[config.mk]
export PLATFORM = sky130hd
export DESIGN_NAME = dlis_top
export DESIGN_NICKNAME = d
export VERILOG_FILES = /design/src/dlis_pkg.sv /design/src/dlis_top.sv
export SDC_FILE = /design/constraint.sdc
export NUM_CORES = 1
export LEC_CHECK = 0
export ABC_AREA = 1
export BUFFER_PORTS_ARGS = -buffer_cell sky130_fd_sc_hd__buf_2
export CORE_ASPECT_RATIO = 1.2
export CORE_MARGIN = 4
export CORE_UTILIZATION = 48
export DETAILED_ROUTE_END_ITERATION = 7
export PLACE_DENSITY = 0.78
export SYNTH_ARGS = -nofsm -noshare
export SYNTH_HDL_FRONTEND = slang
export SYNTH_SLANG_ARGS = --single-unit
[constraint.sdc]
create_clock -name i_core_clk -period 1.4 [get_ports i_core_clk]
set_input_delay 0.14 -clock i_core_clk [delete_from_list [all_inputs] [get_ports i_core_clk]]
set_output_delay 0.14 -clock i_core_clk [all_outputs]
set_load 0.1 [all_outputs]
[src/dlis_pkg.sv]
// package of offsets, fields and reset values for the data link event status logic
package dlis_pkg;

  // ----------------------------------------------------------------
  // register offsets
  // ----------------------------------------------------------------
  localparam logic [7:0] DLIS_STATUS_OFS = 8'h00;
  localparam logic [7:0] DLIS_ENABLE_OFS = 8'h01;

  // ----------------------------------------------------------------
  // field positions
  // ----------------------------------------------------------------
  localparam int DLIS_BIT_IDLE = 0;
  localparam int DLIS_BIT_ABORT = 1;
  localparam int DLIS_BIT_FCS = 2;
  localparam int DLIS_BIT_RX_EOM = 3;
  localparam int DLIS_BIT_TX_EOM = 4;
  localparam int DLIS_BIT_RX_SOM = 5;
  localparam int DLIS_BIT_TX_SOM = 6;
  localparam int DLIS_BIT_MSG_TYPE = 7;

  // ----------------------------------------------------------------
  // reset values and masks
  // ----------------------------------------------------------------
  localparam logic [7:0] DLIS_STATUS_RST = 8'h00;
  localparam logic [7:0] DLIS_ENABLE_RST = 8'h00;
  localparam logic [6:0] DLIS_EVENT_RST = 7'h00;
  localparam logic [7:0] DLIS_ENABLE_MASK = 8'h7F;

endpackage : dlis_pkg

[src/dlis_top.sv]
// data link event status and enable registers with interrupt request
`timescale 1ns/1ps
module dlis_top
  import dlis_pkg::*;
(
  // clock and reset
  input wire logic i_core_clk,
  input wire logic i_sys_rst,
  // register port
  input wire logic [7:0] i_reg_addr,
  input wire logic [7:0] i_reg_wdata,
  input wire logic i_reg_wr,
  input wire logic i_reg_rd,
  output logic [7:0] o_reg_rdata,
  // frame controller events, one-cycle pulses
  input wire logic i_rx_message_complete,
  input wire logic i_frame_check_mismatch,
  input wire logic i_rx_abort_seen,
  input wire logic i_rx_flag_octet_seen,
  input wire logic i_tx_message_complete,
  input wire logic i_rx_message_begin,
  input wire logic i_tx_message_begin,
  // message type level from the receive controller
  input wire logic i_rx_msg_type,
  // interrupt request
  output logic o_data_link_irq
);

  // ----------------------------------------------------------------
  // decode
  // ----------------------------------------------------------------
  logic [6:0] event_q;
  logic [6:0] event_d;
  logic [6:0] enable_q;
  logic [6:0] enable_d;
  logic [7:0] rdata_q;
  logic [7:0] rdata_d;
  logic irq_q;
  logic irq_d;
  logic [6:0] event_in;
  logic [6:0] read_clear;
  logic [7:0] status_view;
  logic [7:0] enable_view;
  logic sel_status;
  logic sel_enable;
  logic status_rd;
  logic enable_wr;
  logic [6:0] irq_gated;

  assign sel_status = (i_reg_addr == DLIS_STATUS_OFS);
  assign sel_enable = (i_reg_addr == DLIS_ENABLE_OFS);
  assign status_rd = i_reg_rd & sel_status;
  assign enable_wr = i_reg_wr & sel_enable;

  // ----------------------------------------------------------------
  // event collection
  // ----------------------------------------------------------------
  assign event_in[DLIS_BIT_RX_EOM] = i_rx_message_complete;
  assign event_in[DLIS_BIT_FCS] = i_frame_check_mismatch;
  assign event_in[DLIS_BIT_ABORT] = i_rx_abort_seen;
  assign event_in[DLIS_BIT_IDLE] = i_rx_flag_octet_seen;
  assign event_in[DLIS_BIT_TX_SOM] = i_tx_message_begin;
  assign event_in[DLIS_BIT_RX_SOM] = i_rx_message_begin;
  assign event_in[DLIS_BIT_TX_EOM] = i_tx_message_complete;

  // a read clears only what it returned; a new event in that cycle stays set
  assign read_clear = status_rd ? event_q : 7'h00;
  assign event_d = (event_q & ~read_clear) | event_in;

  // ----------------------------------------------------------------
  // enable register
  // ----------------------------------------------------------------
  assign enable_d = enable_wr ? i_reg_wdata[6:0] : enable_q;

  // ----------------------------------------------------------------
  // read data and interrupt
  // ----------------------------------------------------------------
  assign status_view = {i_rx_msg_type, event_q};
  assign enable_view = {1'b0, enable_q};
  assign rdata_d = !i_reg_rd ? 8'h00 : sel_status ? status_view : sel_enable ? enable_view : 8'h00;
  assign irq_gated = event_d & enable_d;
  assign irq_d = |irq_gated;

  always_ff @(posedge i_core_clk or posedge i_sys_rst) begin
    if (i_sys_rst) begin
      event_q <= DLIS_EVENT_RST;
    end else begin
      event_q <= event_d;
    end
  end

  always_ff @(posedge i_core_clk or posedge i_sys_rst) begin
    if (i_sys_rst) begin
      enable_q <= DLIS_ENABLE_RST[6:0];
    end else begin
      enable_q <= enable_d;
    end
  end

  always_ff @(posedge i_core_clk or posedge i_sys_rst) begin
    if (i_sys_rst) begin
      rdata_q <= DLIS_STATUS_RST;
    end else begin
      rdata_q <= rdata_d;
    end
  end

  always_ff @(posedge i_core_clk or posedge i_sys_rst) begin
    if (i_sys_rst) begin
      irq_q <= 1'b0;
    end else begin
      irq_q <= irq_d;
    end
  end

  assign o_reg_rdata = rdata_q;
  assign o_data_link_irq = irq_q;
endmodule // dlis_top

# Word-level counts from Yosys, hierarchy flattened
# Cells that the tools add are included.
[word_totals]
register_bits = 23
elab_cells = 18
input_bits = 28
[classes]
eq_ne = 1
reduce_logical = 2
muxes = 5
n_bitwise = 6
[op_table]
columns = ["operator", "n"]
rows = [
  ["$mux 7", 3],
  ["$mux 8", 2],
  ["$and 7x7->7", 2],
  ["$eq 8x1->1 const B", 1],
  ["$logic_not 8->1", 1],
  ["$not 7->7", 1],
  ["$or 7x7->7", 1],
  ["$reduce_or 7->1", 1],
  ["$and 1x1->1", 2],
]

# Depth between registers and ports, before layout
[logic_depth]
word_depth = 8
ltp_mapped = 11
depth_no_buf = 10

# Worst setup path before layout
# OpenSTA, ideal clock, no wires.
[synth_timing]
path_kind = "input port to flip-flop"
from = "in i_reg_addr[4]"
to = "reg irq_q, in the netlist o_data_link_irq"
path_buffers = 1
path_slack_ps = 356
arrival_time_ps = 925
cell_stages = 9
path_cell_list = "nor2_2 -> nand2_2 -> nor2_4 -> buf_6 -> nand3b_1 -> nand2_1 -> nor2_1 -> nor2_1 -> nand2_1"
[synth_between]
elab_chain_cells = 8
elab_cells_between_ends = 11
[synth_rtl]
columns = ["element", "line_no", "text"]
rows = [
  ["from (decl)", "dlis_top.sv:10", "input wire logic [7:0] i_reg_addr,"],
  ["$logic_not 8->1", "dlis_top.sv:50", "assign sel_status = (i_reg_addr == DLIS_STATUS_OFS);"],
  ["$and 1x1->1", "dlis_top.sv:52", "assign status_rd = i_reg_rd & sel_status;"],
  ["$mux 7", "dlis_top.sv:67", "assign read_clear = status_rd ? event_q : 7'h00;"],
  ["$not 7->7", "dlis_top.sv:68", "assign event_d = (event_q & ~read_clear) | event_in;"],
  ["$and 7x7->7", "dlis_top.sv:68", ""],
  ["$or 7x7->7", "dlis_top.sv:68", ""],
  ["$and 7x7->7 *", "dlis_top.sv:81", "assign irq_gated = event_d & enable_d;"],
  ["$reduce_or 7->1 *", "dlis_top.sv:82", "assign irq_d = |irq_gated;"],
  ["net irq_d", "dlis_top.sv:39", "logic irq_d;"],
  ["to (signal assigned)", "dlis_top.sv:112", "irq_q <= irq_d;"],
  ["to (decl)", "dlis_top.sv:38", "logic irq_q;"],
]
# Mark *: on every way through the listed nets, which the timed path passes. The rest lies on a longest branch.

# Final worst setup path
[layout_timing]
from = "reg rdata_q[6], in the netlist o_reg_rdata[6]"
to = "out o_reg_rdata[6]"
[layout_lines]
columns = ["element", "line_no", "text"]
rows = [
  ["from (decl)", "dlis_top.sv:36", "logic [7:0] rdata_q;"],
  ["from (signal assigned)", "dlis_top.sv:104", "rdata_q <= rdata_d;"],
  ["to (decl)", "dlis_top.sv:14", "output logic [7:0] o_reg_rdata,"],
]
# No word-level cell between the ends.

==> flow_results.xml <==
<?xml version="1.0" encoding="UTF-8"?>
<metrics>
  <group name="floorplanning">
    <metric name="die_x" unit="µm">51.5</metric>
    <metric name="design.core.area" unit="µm²">2120</metric>
    <metric name="floorplan.die_area" unit="µm²">3110</metric>
    <metric name="io-pin-count" unit="">37</metric>
    <metric name="num_rows" unit="">18</metric>
    <metric name="die_y" unit="µm">60.3</metric>
    <metric name="starting_density" unit="%">51.6</metric>
  </group>
  <group name="routing">
    <metric name="avgViaCountPerCell" unit="">4.77</metric>
    <metric name="routed_wl" unit="mm">2.20</metric>
    <metric name="drtAntennaViolNets" unit="">0</metric>
    <metric name="first_pass_detailed_route_iteration_total" unit="">6</metric>
    <metric name="drt_iter0_markers" unit="">12</metric>
    <metric name="drc" unit="">0</metric>
    <metric name="wire_per_inst" unit="µm">11.9</metric>
    <metric name="via_count" unit="">883</metric>
  </group>
  <group name="synth">
    <metric name="syn_std_cell_area" unit="µm²">1090</metric>
    <metric name="yosys.area.top_type" unit="">sky130_fd_sc_hd__dfrtp_1</metric>
    <metric name="synth_enable_flop_cells" unit="">0</metric>
    <metric name="synth_adder_area_share" unit="%">0</metric>
    <metric name="synth.area.top_cells" unit="">sky130_fd_sc_hd__dfrtp_1, sky130_fd_sc_hd__nand2_1, sky130_fd_sc_hd__inv_1</metric>
    <metric name="post_synth_inst_count" unit="">116</metric>
    <metric name="synth_fp_nets" unit="">144</metric>
    <metric name="syn_avg_cell_area" unit="µm²">9.42</metric>
    <metric name="synth-compound-area-share" unit="%">8.13</metric>
    <metric name="synth.yosys.warnings" unit="">0</metric>
    <metric name="async_flop_share" unit="%">100</metric>
    <metric name="synth.top_cell.area_share" unit="%">52.7</metric>
    <metric name="simple_gate_fraction_of_synth_area" unit="%">30.6</metric>
    <metric name="synth_top_family_by_area" unit="">simple AND/OR/NAND/NOR gates</metric>
    <metric name="postSynthRegisterBits" unit="">23</metric>
    <metric name="synth.top_cells.by_count" unit="">sky130_fd_sc_hd__nand2_1, sky130_fd_sc_hd__dfrtp_1, sky130_fd_sc_hd__inv_1, sky130_fd_sc_hd__nand2_2, sky130_fd_sc_hd__nand3_2</metric>
    <metric name="post_synthesis_mux_area_share" unit="%">0</metric>
    <metric name="netlist-cell-type-count" unit="">20</metric>
    <metric name="synth_top_flop_cell" unit="">sky130_fd_sc_hd__dfrtp_1</metric>
    <metric name="synth.yosys.seq_area_share" unit="%">52.7</metric>
    <metric name="yosysMostFrequentCell" unit="">sky130_fd_sc_hd__nand2_1</metric>
    <metric name="synth_xor_area_share" unit="%">0</metric>
  </group>
  <group name="placed_design">
    <metric name="hpwl" unit="mm">1.72</metric>
    <metric name="io_buffers" unit="">35</metric>
    <metric name="place_congestion" unit="">0.831</metric>
  </group>
  <group name="sta">
    <metric name="slew_headroom" unit="%">67.8</metric>
    <metric name="tns" unit="ns">0</metric>
    <metric name="timing.final.crit_period" unit="ns">1.22</metric>
    <metric name="grt_setup_unrepaired" unit="">false</metric>
    <metric name="final_min_period_over_clock_period" unit="%">87.3</metric>
    <metric name="number_of_setup_violations_in_the_final_report" unit="">0</metric>
    <metric name="slew_viol_final" unit="">0</metric>
    <metric name="timing.hold.ws" unit="ns">0.00552</metric>
    <metric name="timing_worst_slew_pin_value" unit="ns">0.487</metric>
    <metric name="maximum_achievable_frequency" unit="GHz">0.818</metric>
    <metric name="finalHoldViolCount" unit="">0</metric>
    <metric name="fin_skew" unit="ns">0.00775</metric>
  </group>
  <group name="worst_setup_path">
    <metric name="critical_path.startpoint" unit="">o_reg_rdata[6]$_DFF_PP0_</metric>
    <metric name="cp_num_buf_inv" unit="">1</metric>
    <metric name="critPathKind" unit="">flip-flop to output pin</metric>
    <metric name="worst_ep_arrival_time" unit="ns">1.08</metric>
    <metric name="critical_path_cell_by_cell" unit="">buf_2</metric>
    <metric name="startpoint_type" unit="">flip-flop</metric>
    <metric name="worst-endpoint-required" unit="ns">1.26</metric>
    <metric name="crit_path_end_kind" unit="">output pin</metric>
    <metric name="crit_slowest_cell" unit="">sky130_fd_sc_hd__buf_2</metric>
    <metric name="critical-path-max-stage-delay" unit="ns">0.42</metric>
    <metric name="cpLargestDelayFamily" unit="">buffers and inverters</metric>
    <metric name="worstPathMaxFanout" unit="">1</metric>
    <metric name="worst_reg2reg_startpoint" unit="">event_q[5]$_DFF_PP0_</metric>
  </group>
  <group name="pwr">
    <metric name="clock_power_share" unit="%">27.4</metric>
    <metric name="comb_power_share" unit="%">12.2</metric>
    <metric name="switching_power_share_of_the_total" unit="%">25.9</metric>
    <metric name="cellPowerDensity" unit="nW/µm²">847</metric>
    <metric name="p_int" unit="W">0.000835</metric>
    <metric name="vdd_ir_drop_max" unit="V">0.000517</metric>
    <metric name="total_switching_power" unit="W">0.000292</metric>
    <metric name="power.static_leakage" unit="nW">0.705</metric>
    <metric name="seqPwrFrac" unit="%">60.4</metric>
  </group>
  <group name="grt">
    <metric name="grt_pass1_wl" unit="mm">3.57</metric>
    <metric name="antenna_found_initial" unit="">0</metric>
    <metric name="grt_pass1_vias" unit="">855</metric>
    <metric name="grt_remaining_overflow" unit="">0</metric>
    <metric name="largest_net_degree_at_the_start_of_global_routing" unit="">24</metric>
    <metric name="gr-usage-all-layers" unit="%">15.4</metric>
  </group>
  <group name="clock_tree">
    <metric name="tritoncts.num_buffers" unit="">3</metric>
    <metric name="cts_root_buffer" unit="">sky130_fd_sc_hd__clkbuf_4</metric>
    <metric name="postCtsSetupBuffers" unit="">0</metric>
    <metric name="cts.path.max_buffers" unit="">2</metric>
    <metric name="clock_tree.htree_level_count" unit="">1</metric>
    <metric name="insertion_delay" unit="ns">0.31</metric>
    <metric name="tritoncts" unit="">built</metric>
    <metric name="cts_sinks" unit="">23</metric>
    <metric name="clk_pin_slew" unit="ns">0.13</metric>
  </group>
  <group name="layout">
    <metric name="layout-drive-gt1-share" unit="%">40.6</metric>
    <metric name="multiInputGateArea" unit="µm²">423</metric>
    <metric name="area.sequential" unit="µm²">576</metric>
    <metric name="antenna-diode-count" unit="">0</metric>
    <metric name="area_growth" unit="%">21.9</metric>
    <metric name="fin_nets" unit="">184</metric>
    <metric name="final.fill_count" unit="">207</metric>
  </group>
  <group name="outcome">
    <metric name="status" unit="">finished, final reports clean</metric>
  </group>
  <group name="worst_hold_path">
    <metric name="worst_hold_path_type" unit="">input pin to flip-flop</metric>
    <metric name="worstHoldStart" unit="">i_rx_message_complete</metric>
  </group>
  <group name="run">
    <metric name="cap_viol_max_count" unit="">0</metric>
  </group>
</metrics>
kinds of logic after synthesis:
family                 Yosys count
AOI/OAI and AO/OA               13
buffers and inverters           22
DFF                             23
and+or+nand+nor                 58
power by group through the flow:
stage / Sequential (W) / Combinational (W) / Clock (W)
3_5_place_dp: 0.000694 / 0.000137 / 0
3_3_place_gp: 0.000693 / 0.000134 / 0
2_1_floorplan: 0.000706 / 0.0000650 / 0
5_1_grt: 0.000682 / 0.000154 / 0.000340
6_report: 0.000681 / 0.000137 / 0.000309
4_1_cts: 0.000681 / 0.000140 / 0.000309
worst paths after layout:
path / to / slack [ns] / cells after the start
max: o_reg_rdata[6] / 0.18 / 1
min: event_q[3]$_DFF_PP0_ / 0.006 / 3
max reg2reg: o_data_link_irq$_DFF_PP0_ / 0.46 / 6
min reg2reg: enable_q[1]$_DFF_PP0_ / 0.52 / 2
max in group asynchronous: event_q[4]$_DFF_PP0_ / 0.80 / 4
min in group asynchronous: event_q[3]$_DFF_PP0_ / 0.38 / 4
cell usage in the layout, fill, tap and decap left out, types with 2 or more instances in the layout:
cell type,netlist,layout
sky130_fd_sc_hd__nand2_1,26,26
sky130_fd_sc_hd__a32o_1,2,2
sky130_fd_sc_hd__o22ai_1,2,2
sky130_fd_sc_hd__o21ai_0,2,2
sky130_fd_sc_hd__nor2_4,4,4
sky130_fd_sc_hd__nor2_2,4,4
sky130_fd_sc_hd__dfrtp_1,23,23
sky130_fd_sc_hd__nand3_2,6,6
sky130_fd_sc_hd__buf_2,0,35
sky130_fd_sc_hd__inv_1,19,19
sky130_fd_sc_hd__nand3_1,5,5
sky130_fd_sc_hd__o21bai_1,2,2
sky130_fd_sc_hd__nand2_2,6,6
sky130_fd_sc_hd__nor2_1,5,5
sky130_fd_sc_hd__clkbuf_4,0,3
sky130_fd_sc_hd__o21ai_1,4,4
registers in the layout, indices dropped and copies added (netlist names):
| name | count |
|---|---|
| o_reg_rdata | 8 |
| enable_q | 7 |
| event_q | 7 |
| o_data_link_irq | 1 |
final cells by class:
class | count | area share (%)
Clock inverter | 1 | 0.376
Tap cell | 30 | 2.82
Timing Repair Buffer | 37 | 14.5
Inverter | 20 | 5.64
Sequential cell | 23 | 43.2
Multi-Input combinational cell | 71 | 31.8
Clock buffer | 3 | 1.69
repair_timing:
item	4_1_cts	5_1_grt
hold endpoints to repair	23	0
hold buffers	1	0
resized for setup	0	0
metal layers:
layer  up-vias  wire, µm  GRT usage (%)
li1        438         -              -
met1       405       888           17.6
met2        36      1060           27.6
met3         4       201           2.99
met4         0        41           6.74
met5         -         0              0
per-stage QoR:
step / power [W] / area [µm²] / utilization [%] / setup slack, ns / cells
after floorplan: 0.000771 / 1090 / - / 0.356 / 116
after global placement: 0.000827 / 1290 / 61.1 / 0.119 / 180
after detailed placement: 0.000831 / 1290 / 61.1 / 0.0511 / 180
after CTS: 0.00113 / 1330 / 62.9 / 0.172 / 185
after global routing: 0.00118 / 1330 / 62.9 / 0.138 / 185
final: 0.00113 / 1330 / 62.9 / 0.178 / 185
Power figures use the tool's default switching activity.
